### src/design/bcpm_cfg.svh
/*
 * Offsets, field positions, reset values and fixed codes of the
 * bridge configuration and power-management register group.
 * Assumes word addressing by byte offset on an 8-bit address port.
 */
`ifndef BCPM_CFG_SVH
`define BCPM_CFG_SVH

// ----------------------------------------------------------------------
// Register offsets
// ----------------------------------------------------------------------
`define BCPM_OFF_IRQ_BRIDGE   8'h3C
`define BCPM_OFF_SUBSYS_ID    8'h40
`define BCPM_OFF_LEGACY_BASE  8'h44
`define BCPM_OFF_PM_CAP       8'h80
`define BCPM_OFF_PM_CSR       8'h84
`define BCPM_OFF_MISC_CTL     8'h98

// ----------------------------------------------------------------------
// Field positions
// ----------------------------------------------------------------------
`define BCPM_BIT_PARITY_EN    16
`define BCPM_BIT_SERR_EN      17
`define BCPM_BIT_ABORT_MODE   21
`define BCPM_BIT_CARD_RESET   22
`define BCPM_BIT_IRQ_ROUTE    23
`define BCPM_BIT_POST_EN      26
`define BCPM_BIT_WAKE_EN      8
`define BCPM_BIT_WAKE_STAT    15
`define BCPM_BIT_SUBSYS_LOCK  0

// ----------------------------------------------------------------------
// Reset values and fixed codes
// ----------------------------------------------------------------------
`define BCPM_PIN_FUNC_A       8'h01
`define BCPM_PIN_FUNC_B       8'h02
`define BCPM_PM_CAP_VALUE     32'hFE110001
`define BCPM_LEGACY_IO_TAG    2'h1
`define BCPM_ALL_ONES         32'hFFFFFFFF

`endif

### src/design/bcpm_pkg.sv
/*
 * Types shared by the bridge configuration register group.
 * Assumes the configuration header is included alongside.
 */
package bcpm_pkg;
	// Power state of the socket interface
	typedef enum logic [1:0] {
		BCPM_D0,
		BCPM_D1,
		BCPM_D2,
		BCPM_D3
	} bcpm_pstate_t;

	// Posting sequencer for socket writes
	typedef enum logic [1:0] {
		BCPM_W_IDLE,
		BCPM_W_DRAIN,
		BCPM_W_PASS
	} bcpm_wstate_t;
endpackage : bcpm_pkg

### src/design/bcpm_regs.sv
/*
 * Per-socket bridge control, subsystem identity, legacy I/O base and
 * power-management registers of a PCI-to-card bridge function.
 * Assumes a simple register port (read data one cycle after the strobe)
 * and card-side event inputs arriving from another clock domain.
 */
// The implementer's own choice: the strobed register port.
// Operation
// - Interrupt line byte is stored for software only, reset zero.
// - Interrupt pin byte reads first line for socket A, second for B.
// - Parity response bit gates card parity error detection; reset zero.
// - Card system errors forwarded to host only while forwarding bit set.
// - Master abort: all ones and drop writes, or target abort/system error.
// - Card reset bit drives socket reset low; resets to one.
// - Host reset also resets card; forced reset clears card-side registers.
// - Socket reset never resets host-side registers.
// - Card interrupts go to legacy IRQ or PCI pin per routing bit in legacy IRQ mode; PCI pin otherwise.
// - Ring indicate moves both socket interrupts onto first PCI line.
// - Posting off: drain, pass word by word, hold master until last.
// - Prefetch, legacy-bus, video and reserved bits read zero.
// - Software loads subsystem IDs; lock bit makes them read-only.
// - Legacy base reads low bits 01 with writable upper base.
// - Operation registers decode through I/O only with nonzero base.
// - Capability header read-only, next pointer zero, revision 001.
// - Capability bits advertise D1, D2, wake from all states, aux power.
// - Two-bit power state field, D0 to D3.
// - Wake enable lets wake events show on the event pin.
// - Wake status sets on any wake event; write one clears.
// - Data select, scale and bits 23:16 of control read zero.
// - Card-side system error only for address parity errors.
`timescale 1ns/1ps
`include "bcpm_cfg.svh"

module bcpm_regs
	import bcpm_pkg::*;
#(
	parameter bit SOCKET_B = 1'b0
) (
	input  wire logic        core_clk,
	input  wire logic        rst,
	input  wire logic        clk_en,
	input  wire logic [7:0]  reg_addr,
	input  wire logic [31:0] reg_wdata,
	input  wire logic        reg_wr,
	input  wire logic        reg_rd,
	output logic      [31:0] reg_rdata,
	input  wire logic        ring_enable,
	input  wire logic        legacy_irq_mode,
	input  wire logic        card_addr_perr,
	input  wire logic        card_data_perr,
	input  wire logic        card_irq_request,
	input  wire logic        wake_event,
	input  wire logic        master_abort,
	input  wire logic        master_is_read,
	input  wire logic        target_abort_ok,
	input  wire logic        sock_wr_req,
	input  wire logic        buffers_empty,
	input  wire logic        target_ack,
	input  wire logic        sock_wr_last,
	output logic             socket_reset_out_n,
	output logic             card_serr,
	output logic             host_serr,
	output logic             parity_err_seen,
	output logic             abort_force_ones,
	output logic             abort_target,
	output logic             irq_to_legacy,
	output logic             irq_to_pci_a,
	output logic             irq_to_pci_b,
	output logic             sock_wr_accept,
	output logic             source_hold,
	output logic             io_decode_en,
	output logic             wake_pin_n,
	output logic [1:0]       power_state
);

	// ------------------------------------------------------------------
	// Pin synchronisers
	// ------------------------------------------------------------------
	logic [6:0] sync_a;
	logic [6:0] sync_b;
	wire  [6:0] raw_in = {sock_wr_last, target_ack, buffers_empty, wake_event,
	                      card_irq_request, card_data_perr, card_addr_perr};

	// Two flops on the card event and socket handshake inputs; the abort inputs enter unsynchronised
	always_ff @(posedge core_clk or posedge rst) begin
		if (rst) begin
			sync_a <= 7'h00;
			sync_b <= 7'h00;
		end else if (clk_en) begin
			sync_a <= raw_in;
			sync_b <= sync_a;
		end
	end

	wire s_aperr  = sync_b[0];
	wire s_dperr  = sync_b[1];
	wire s_irq    = sync_b[2];
	wire s_wake   = sync_b[3];
	wire s_empty  = sync_b[4];
	wire s_ack    = sync_b[5];
	wire s_last   = sync_b[6];

	// ------------------------------------------------------------------
	// Storage
	// ------------------------------------------------------------------
	logic [7:0]   irq_line;
	logic         parity_en;
	logic         serr_en;
	logic         abort_mode;
	logic         card_reset;
	logic         irq_route;
	logic         post_en;
	logic [31:0]  subsys_id;
	logic         subsys_lock;
	logic [29:0]  legacy_base;
	bcpm_pstate_t pstate;
	logic         wake_en;
	logic         wake_stat;
	bcpm_wstate_t wstate;

	// Write decode
	function automatic logic hit(input logic [7:0] a, input logic [7:0] off);
		hit = (a == off);
	endfunction : hit

	wire wr_bridge = reg_wr && hit(reg_addr, `BCPM_OFF_IRQ_BRIDGE);
	wire wr_subsys = reg_wr && hit(reg_addr, `BCPM_OFF_SUBSYS_ID) && !subsys_lock;
	wire wr_legacy = reg_wr && hit(reg_addr, `BCPM_OFF_LEGACY_BASE);
	wire wr_pmcsr  = reg_wr && hit(reg_addr, `BCPM_OFF_PM_CSR);
	wire wr_misc   = reg_wr && hit(reg_addr, `BCPM_OFF_MISC_CTL);

	// Host-side bridge control; only the primary reset touches these
	always_ff @(posedge core_clk or posedge rst) begin
		if (rst) begin
			irq_line   <= 8'h00;
			parity_en  <= 1'b0;
			serr_en    <= 1'b0;
			abort_mode <= 1'b0;
			card_reset <= 1'b1;
			irq_route  <= 1'b0;
			post_en    <= 1'b0;
		end else if (clk_en && wr_bridge) begin
			irq_line   <= reg_wdata[7:0];
			parity_en  <= reg_wdata[`BCPM_BIT_PARITY_EN];
			serr_en    <= reg_wdata[`BCPM_BIT_SERR_EN];
			abort_mode <= reg_wdata[`BCPM_BIT_ABORT_MODE];
			card_reset <= reg_wdata[`BCPM_BIT_CARD_RESET];
			irq_route  <= reg_wdata[`BCPM_BIT_IRQ_ROUTE];
			post_en    <= reg_wdata[`BCPM_BIT_POST_EN];
		end
	end

	// Identity, lock and legacy base; socket reset does not reach them
	always_ff @(posedge core_clk or posedge rst) begin
		if (rst) begin
			subsys_id   <= 32'h00000000;
			subsys_lock <= 1'b0;
			legacy_base <= 30'h00000000;
		end else if (clk_en) begin
			if (wr_subsys)
				subsys_id <= reg_wdata;
			if (wr_misc)
				subsys_lock <= reg_wdata[`BCPM_BIT_SUBSYS_LOCK];
			if (wr_legacy)
				legacy_base <= reg_wdata[31:2];
		end
	end

	// Power state and wake bits; set wins over a same-cycle clear
	wire clr_wake = wr_pmcsr && reg_wdata[`BCPM_BIT_WAKE_STAT];
	always_ff @(posedge core_clk or posedge rst) begin
		if (rst) begin
			pstate    <= BCPM_D0;
			wake_en   <= 1'b0;
			wake_stat <= 1'b0;
		end else if (clk_en) begin
			if (wr_pmcsr) begin
				pstate  <= bcpm_pstate_t'(reg_wdata[1:0]);
				wake_en <= reg_wdata[`BCPM_BIT_WAKE_EN];
			end
			if (s_wake)
				wake_stat <= 1'b1;
			else if (clr_wake)
				wake_stat <= 1'b0;
		end
	end

	// ------------------------------------------------------------------
	// Read mux
	// ------------------------------------------------------------------
	wire [7:0]  pin_code = SOCKET_B ? `BCPM_PIN_FUNC_B : `BCPM_PIN_FUNC_A;
	// Unimplemented bridge bits stay zero
	wire [31:0] rd_bridge = {5'h00, post_en, 2'h0, irq_route, card_reset, abort_mode,
	                         3'h0, serr_en, parity_en, pin_code, irq_line};
	// Data select, scale and 23:16 stay zero
	wire [31:0] rd_pmcsr  = {16'h0000, wake_stat, 6'h00, wake_en, 6'h00,
	                         pstate};
	wire [31:0] rd_legacy = {legacy_base, `BCPM_LEGACY_IO_TAG};
	wire [31:0] rd_misc   = {31'h00000000, subsys_lock};
	wire [31:0] rd_mux =
		hit(reg_addr, `BCPM_OFF_IRQ_BRIDGE)  ? rd_bridge :
		hit(reg_addr, `BCPM_OFF_SUBSYS_ID)   ? subsys_id :
		hit(reg_addr, `BCPM_OFF_LEGACY_BASE) ? rd_legacy :
		hit(reg_addr, `BCPM_OFF_PM_CAP)      ? `BCPM_PM_CAP_VALUE :
		hit(reg_addr, `BCPM_OFF_PM_CSR)      ? rd_pmcsr :
		hit(reg_addr, `BCPM_OFF_MISC_CTL)    ? rd_misc : 32'h00000000;

	// Read data stands one cycle after the strobe, zero otherwise
	always_ff @(posedge core_clk or posedge rst) begin
		if (rst)
			reg_rdata <= 32'h00000000;
		else if (clk_en)
			reg_rdata <= reg_rd ? rd_mux : 32'h00000000;
	end

	// ------------------------------------------------------------------
	// Socket write sequencer
	// ------------------------------------------------------------------
	bcpm_wstate_t next_wstate;
	always_comb begin
		next_wstate = wstate;
		case (wstate)
			BCPM_W_IDLE:  if (sock_wr_req && !post_en) next_wstate = BCPM_W_DRAIN;
			BCPM_W_DRAIN: if (s_empty) next_wstate = BCPM_W_PASS;
			BCPM_W_PASS:  if (s_ack && s_last) next_wstate = BCPM_W_IDLE;
			default:      next_wstate = BCPM_W_IDLE;
		endcase
	end

	// Sequencer state
	always_ff @(posedge core_clk or posedge rst) begin
		if (rst)
			wstate <= BCPM_W_IDLE;
		else if (clk_en)
			wstate <= next_wstate;
	end

	// ------------------------------------------------------------------
	// Derived outputs
	// ------------------------------------------------------------------
	wire next_cserr   = parity_en && s_aperr;
	wire next_perr    = parity_en && (s_aperr || s_dperr);
	wire next_hserr   = serr_en && (next_cserr ||
	                    (master_abort && abort_mode && !target_abort_ok));
	wire next_ones    = master_abort && !abort_mode && master_is_read;
	wire next_tabort  = master_abort && abort_mode && target_abort_ok;
	wire next_legacy  = legacy_irq_mode && irq_route && s_irq;
	wire pci_irq      = s_irq && !(legacy_irq_mode && irq_route);
	wire next_pci_a   = pci_irq && (!SOCKET_B || ring_enable);
	wire next_pci_b   = pci_irq && SOCKET_B && !ring_enable;
	wire next_accept  = post_en ? sock_wr_req :
	                    (next_wstate == BCPM_W_PASS) && s_ack;
	wire next_hold    = !post_en && (next_wstate != BCPM_W_IDLE);
	wire next_iodec   = (legacy_base != 30'h00000000);
	wire next_wake_n  = !(wake_stat && wake_en);

	// Registered outputs
	always_ff @(posedge core_clk or posedge rst) begin
		if (rst) begin
			socket_reset_out_n <= 1'b0;
			card_serr          <= 1'b0;
			host_serr          <= 1'b0;
			parity_err_seen    <= 1'b0;
			abort_force_ones   <= 1'b0;
			abort_target       <= 1'b0;
			irq_to_legacy      <= 1'b0;
			irq_to_pci_a       <= 1'b0;
			irq_to_pci_b       <= 1'b0;
			sock_wr_accept     <= 1'b0;
			source_hold        <= 1'b0;
			io_decode_en       <= 1'b0;
			wake_pin_n         <= 1'b1;
			power_state        <= 2'h0;
		end else if (clk_en) begin
			socket_reset_out_n <= !card_reset;
			card_serr          <= next_cserr;
			host_serr          <= next_hserr;
			parity_err_seen    <= next_perr;
			abort_force_ones   <= next_ones;
			abort_target       <= next_tabort;
			irq_to_legacy      <= next_legacy;
			irq_to_pci_a       <= next_pci_a;
			irq_to_pci_b       <= next_pci_b;
			sock_wr_accept     <= next_accept;
			source_hold        <= next_hold;
			io_decode_en       <= next_iodec;
			wake_pin_n         <= next_wake_n;
			power_state        <= pstate;
		end
	end
endmodule : bcpm_regs

### config.mk
export PLATFORM = sky130hd
export DESIGN_NAME = bcpm_regs
export DESIGN_NICKNAME = d
export VERILOG_FILES = /design/src/design/bcpm_pkg.sv /design/src/design/bcpm_regs.sv
export VERILOG_INCLUDE_DIRS = /design/src /design/src/design
export SDC_FILE = /design/constraint.sdc
export NUM_CORES = 1
export LEC_CHECK = 0
export ABC_AREA = 1
export BUFFER_PORTS_ARGS = -buffer_cell sky130_fd_sc_hd__buf_2
export CORE_MARGIN = 1
export CORE_UTILIZATION = 60
export DETAILED_ROUTE_END_ITERATION = 10
export GPL_TIMING_DRIVEN = 0
export PLACE_DENSITY = 0.84
export SYNTH_ARGS = -nofsm -noshare
export SYNTH_HDL_FRONTEND = slang
export SYNTH_SLANG_ARGS = --single-unit
### constraint.sdc
create_clock -name core_clk -period 12.3 [get_ports core_clk]
set_clock_uncertainty 0.2 [all_clocks]
set_input_delay 0 -clock core_clk [delete_from_list [all_inputs] [get_ports core_clk]]
set_output_delay 0 -clock core_clk [all_outputs]
set_load 0.1 [all_outputs]
=== After elaboration in Yosys (flattened, before gate mapping) ===
Index checks and enable logic that the tools add are counted.

* Register bits after elaboration: 143

* Equality and inequality tests: 9
* Reduce and logical (&&, ||, !) cells: 42
* Mux-type cells: 14

{| class="wikitable"
|+ Operators with widths
! cell !! number
|-
| $mux W32 || 5
|-
| $reduce_bool A30 Y1 || 1
|-
| $eq A8 B8 Y1 const B || 3
|-
| $logic_and A1 B1 Y1 || 24
|-
| $eq A8 B7 Y1 const B || 2
|-
| $mux W16 || 1
|-
| $reduce_and A2 Y1 || 5
|-
| $eq A8 B6 Y1 const B || 1
|-
| $logic_not A1 Y1 || 7
|-
| $mux W2 || 3
|-
| $pmux W2 S3 || 1
|-
| $eq A2 B2 Y1 const B || 2
|-
| $mux W1 || 4
|-
| $reduce_bool A2 Y1 || 2
|-
| $eq A2 B1 Y1 const B || 1
|-
| $logic_not A2 Y1 || 1
|-
| $logic_or A1 B1 Y1 || 2
|}

=== Depth between registers and ports, before layout ===
* Depth in word-level cells: 8
* Depth in mapped cells: 10
* Gate-level depth less buffers: 9

=== Least setup slack after synthesis ===
Ideal clock, no wire load.

* Path type: register -> register
* From: register, netlist name abort_force_ones
* To: register abort_force_ones
* Slack: 10901 ps
* Arrival time: 1076 ps
* Setup time: 123 ps
* Cell stages (with the launch flop): 2
* Path buffers: 0
* Cell sequence: dfrtp_1 -> a32o_1

{| class="wikitable"
|+ RTL lines
! item !! RTL line !! source
|-
| end signal: assignment || bcpm_regs.sv:279 || <nowiki>abort_force_ones <= next_ones;</nowiki>
|-
| end: declaration || bcpm_regs.sv:64 || <nowiki>output logic abort_force_ones,</nowiki>
|}

=== Worst setup path after layout ===
* From: input port reg_addr[3]
* To: register reg_rdata[0]

* Longest elaborated chain between the ends: 8
* Elaborated cells between the ends (all ways): 13
* Those cells by class: eq/ne: 6; mux: 7

{| class="wikitable"
|+ RTL lines
! item !! RTL line !! source
|-
| start: declaration || bcpm_regs.sv:42 || <nowiki>input wire logic [7:0] reg_addr,</nowiki>
|-
| $eq A8 B8 Y1 || bcpm_regs.sv:123 || <nowiki>hit = (a == off);</nowiki>
|-
| $mux W1 || bcpm_regs.sv:206 || <nowiki>hit(reg_addr, `BCPM_OFF_MISC_CTL) ? rd_misc : 32'h00000000;</nowiki>
|-
| $mux W16 || bcpm_regs.sv:205 || <nowiki>hit(reg_addr, `BCPM_OFF_PM_CSR) ? rd_pmcsr :</nowiki>
|-
| $mux W32 || bcpm_regs.sv:204 || <nowiki>hit(reg_addr, `BCPM_OFF_PM_CAP) ? `BCPM_PM_CAP_VALUE :</nowiki>
|-
| $mux W32 || bcpm_regs.sv:203 || <nowiki>hit(reg_addr, `BCPM_OFF_LEGACY_BASE) ? rd_legacy :</nowiki>
|-
| $mux W32 || bcpm_regs.sv:202 || <nowiki>hit(reg_addr, `BCPM_OFF_SUBSYS_ID) ? subsys_id :</nowiki>
|-
| $mux W32 (*) || bcpm_regs.sv:201 || <nowiki>hit(reg_addr, `BCPM_OFF_IRQ_BRIDGE) ? rd_bridge :</nowiki>
|-
| $mux W32 (*) || bcpm_regs.sv:213 || <nowiki>reg_rdata <= reg_rd ? rd_mux : 32'h00000000;</nowiki>
|-
| end signal: assignment || bcpm_regs.sv:213 ||
|-
| end: declaration || bcpm_regs.sv:46 || <nowiki>output logic [31:0] reg_rdata,</nowiki>
|}

Every way passes the cells marked *; elsewhere a longest branch is shown, timed or not.
A chain may end at the register's enable or synchronous reset.

==> out/results.tsv <==
metric	value	unit
initial DRC count	733	
maximum vdd ir drop	0.08606	mV
startpoint types	input pin	
Total Wirelength	20380	um
Mean Syn Cell Area	8.695	um^2
met1 Use GR	0.4716	
P_int	0.8632	mW
sequential element share of the synthesized area	0.5634	
nets@finish	1009	
root buf cell	clkbuf_8	
GRT Overall Usage	0.3908	
CTS sink count	143	
TNS Setup	0	ns
CTS max path bufs	2	
Gate Count Post-Synth	731	
Least-Margin Pin Slew	0.6270	ns
Die Height	104.9	um
H-Tree Depth	4	
Final setup violation count	0	
cell area after layout	8650	um^2
First-pass DRT Iterations	6	
RSZ-0062 raised after global routing	false	
Syn Nets	789	
Tot Pwr	1.180	mW
grt ovf	0	
CTS Buf Count	17	
Setup Buffers After CTS	0	
NetSw	0.3168	mW
Slew headroom	0.5820	
Die W	104.9	um
Pwr per Cell Area	136.4	nW/um^2
Hold Crit Class	in2reg	
number of global-route vias before repair	6562	
Reg power frac	0.427	
Layout Utilization	0.8416	
DRC errors left	0	
via count	6425	
I/O pins	105	
maximum operating frequency	287.8	MHz
run status	finished clean	
I/O Buffers	101	
WP data arrival	3.75	ns
Clock Latency Late Sink	0.54	ns
Synth Cell Area	6356	um^2
Layout Cells excl Fill	1100	
initial antenna violation count	0	
Max-cap violations	0	
Yosys cell types	31	
Final Hold Fails	0	
combinational power share	0.122	
Reg clk slew, reported paths	0.06	ns
grt met2 use	0.6249	
post-synthesis register bit count	143	
power share of the clock group	0.451	
DP Cell Count	969	
GRT met3 Usage	0.1017	
Gates resized, CTS repair	0	
core area	10280	um^2
vias per inst	5.841	
total leakage power	4.601	nW
crit path capture type	register	
antenna cell count	0	
global-route wire length before repair	32600	um
layout cell share with drive strength beyond 1	0.2147	
Required @ worst endpoint	12.58	ns
DP HPWL	11400	um
fin crit share	0.2825	
critical-path maximum fanout	4	
Rows	37	
min Tclk post-route	3.475	ns
Switching Fraction	0.2685	
Avg WL per Cell	18.53	um
Hold-fix buffers, CTS	99	
gr busiest metal	met2	
WS Path Type	in2reg	
Pins Over Slew Limit	0	
TritonCTS clock tree	yes	
full die area	11010	um^2
largest net degree at the start of global routing	106	
synth warn	0	
Initial Util	0.6185	
Layout Area Growth over Synthesis	36.08	%
Final Wtd Congestion	0.8410	
post-route ant nets	0	
DP Area	7064	um^2
-- kinds of logic after synthesis --
| logic type | after synthesis | synth area share |
|---|---|---|
| and+or+nand+nor | 333 | 0.2159 |
| buffers and inverters | 106 | 0.08051 |
| AOI/OAI and AO/OA | 148 | 0.1396 |
| DFF | 143 | 0.5634 |
| other | 1 | 0.0005900 |
-- synth_stat cells --
library cell,n,share of area
nor3_2,2,0.0031
clkbuf_1,10,0.0059
inv_1,66,0.039
a32o_1,1,0.0016
dfrtp_1,141,0.56
dfstp_2,2,0.0083
nor4_1,3,0.0030
nor2_4,1,0.0018
inv_2,3,0.0018
buf_6,11,0.019
buf_4,3,0.0035
o21ai_0,45,0.035
o21ai_2,30,0.041
clkinv_1,1,0.00059
nand3b_1,1,0.0012
inv_4,1,0.00098
nand3_1,24,0.019
nand2_1,257,0.15
o211ai_1,11,0.013
buf_2,10,0.0079
a21oi_1,3,0.0024
nor2_1,27,0.016
conb_1,1,0.00059
nand2_2,5,0.0049
inv_6,1,0.0014
nand4_1,4,0.0039
nor2_2,2,0.0020
o21ai_1,57,0.045
nand2_4,4,0.0071
nor3_1,3,0.0024
a31oi_1,1,0.00098
-- layout by cell type, fill, tap and decap left out, drive strengths merged --
| cell | synthesis | layout |
|---|---|---|
| nor2 | 30 | 30 |
| nand3b | 1 | 1 |
| dfrtp | 141 | 141 |
| a21oi | 3 | 3 |
| dfstp | 2 | 2 |
| conb | 1 | 1 |
| clkbuf | 10 | 30 |
| a32o | 1 | 1 |
| clkinv | 1 | 7 |
| dlygate4sd3 | 0 | 99 |
| nand3 | 24 | 24 |
| bufinv | 0 | 4 |
| nand2 | 266 | 266 |
| clkinvlp | 0 | 2 |
| a31oi | 1 | 1 |
| inv | 71 | 71 |
| nand4 | 4 | 4 |
| nor3 | 5 | 5 |
| buf | 24 | 126 |
| o211ai | 11 | 11 |
| nor4 | 3 | 3 |
| o21ai | 132 | 132 |
-- path summary, 6_finish.rpt --
kind | endpoint | start | slack [ns] | cells after the start
max reg2reg | subsys_id[9] | subsys_lock | 10.28 | 6
min in group asynchronous | reg_rdata[31] | rst | 0.41 | 4
min reg2reg | wake_pin_n | wake_stat | 0.26 | 1
max | reg_rdata[0] | reg_addr[3] | 8.83 | 15
max in group asynchronous | card_reset | rst | 10.66 | 5
min | reg_rdata[29] | reg_addr[4] | 0.07 | 9
-- metal layers --
metal	vias up	wire, um
li1	2774	-
met4	0	1042
met5	-	0
met1	3067	7541
met3	120	1789
met2	464	10010
-- power groups by stage --
stage | Combinational (mW) | Clock [mW] | Sequential (mW)
2_1_floorplan | 0.0487 | 0 | 0.542
3_3_place_gp | 0.111 | 0 | 0.508
3_5_place_dp | 0.117 | 0 | 0.509
4_1_cts | 0.139 | 0.524 | 0.501
5_1_grt | 0.153 | 0.552 | 0.504
6_report | 0.144 | 0.533 | 0.503
-- per-stage QoR --
| step | hold WS (ns) | setup WS, ns |
|---|---|---|
| detailed placement | -0.1733 | 10.72 |
| global route | 0.08100 | 8.682 |
| floorplan | -0.08340 | 8.265 |
| finish | 0.06670 | 8.825 |
| global placement | 0.009664 | 6.946 |
| CTS | 0.008464 | 9.022 |
-- registers in the layout (all words and copies together) (netlist names), 2 cells and up --
signal / cells
irq_line: 8
legacy_base: 30
power_state: 2
pstate: 2
reg_rdata: 32
subsys_id: 32
sync_a: 7
sync_b: 7
wstate: 2
-- final cells by class --
type	instances	area, um^2
fill	547	1628
timing repair buffer	201	1524
buffer	34	234.0
clock buffer	20	425.4
inverter	72	282.8
tap	136	170.2
multi-input combinational	482	2263
sequential	143	3581
clock inverter	12	168.9
-- critical path: stages --
cell           delay (ns)
dlygate4sd3_1        0.54
buf_2                0.13
inv_2                0.08
nand2_1              0.06
dlygate4sd3_1        0.58
nor2_2               0.11
dlygate4sd3_1        0.63
nand2_1              0.08
dlygate4sd3_1        0.59
nor2_1               0.12
nor2_1               0.05
nand4_1              0.06
dlygate4sd3_1        0.56
nand2_1              0.08
nand2_1              0.10
No activity file was read; power rests on OpenSTA's default activity.
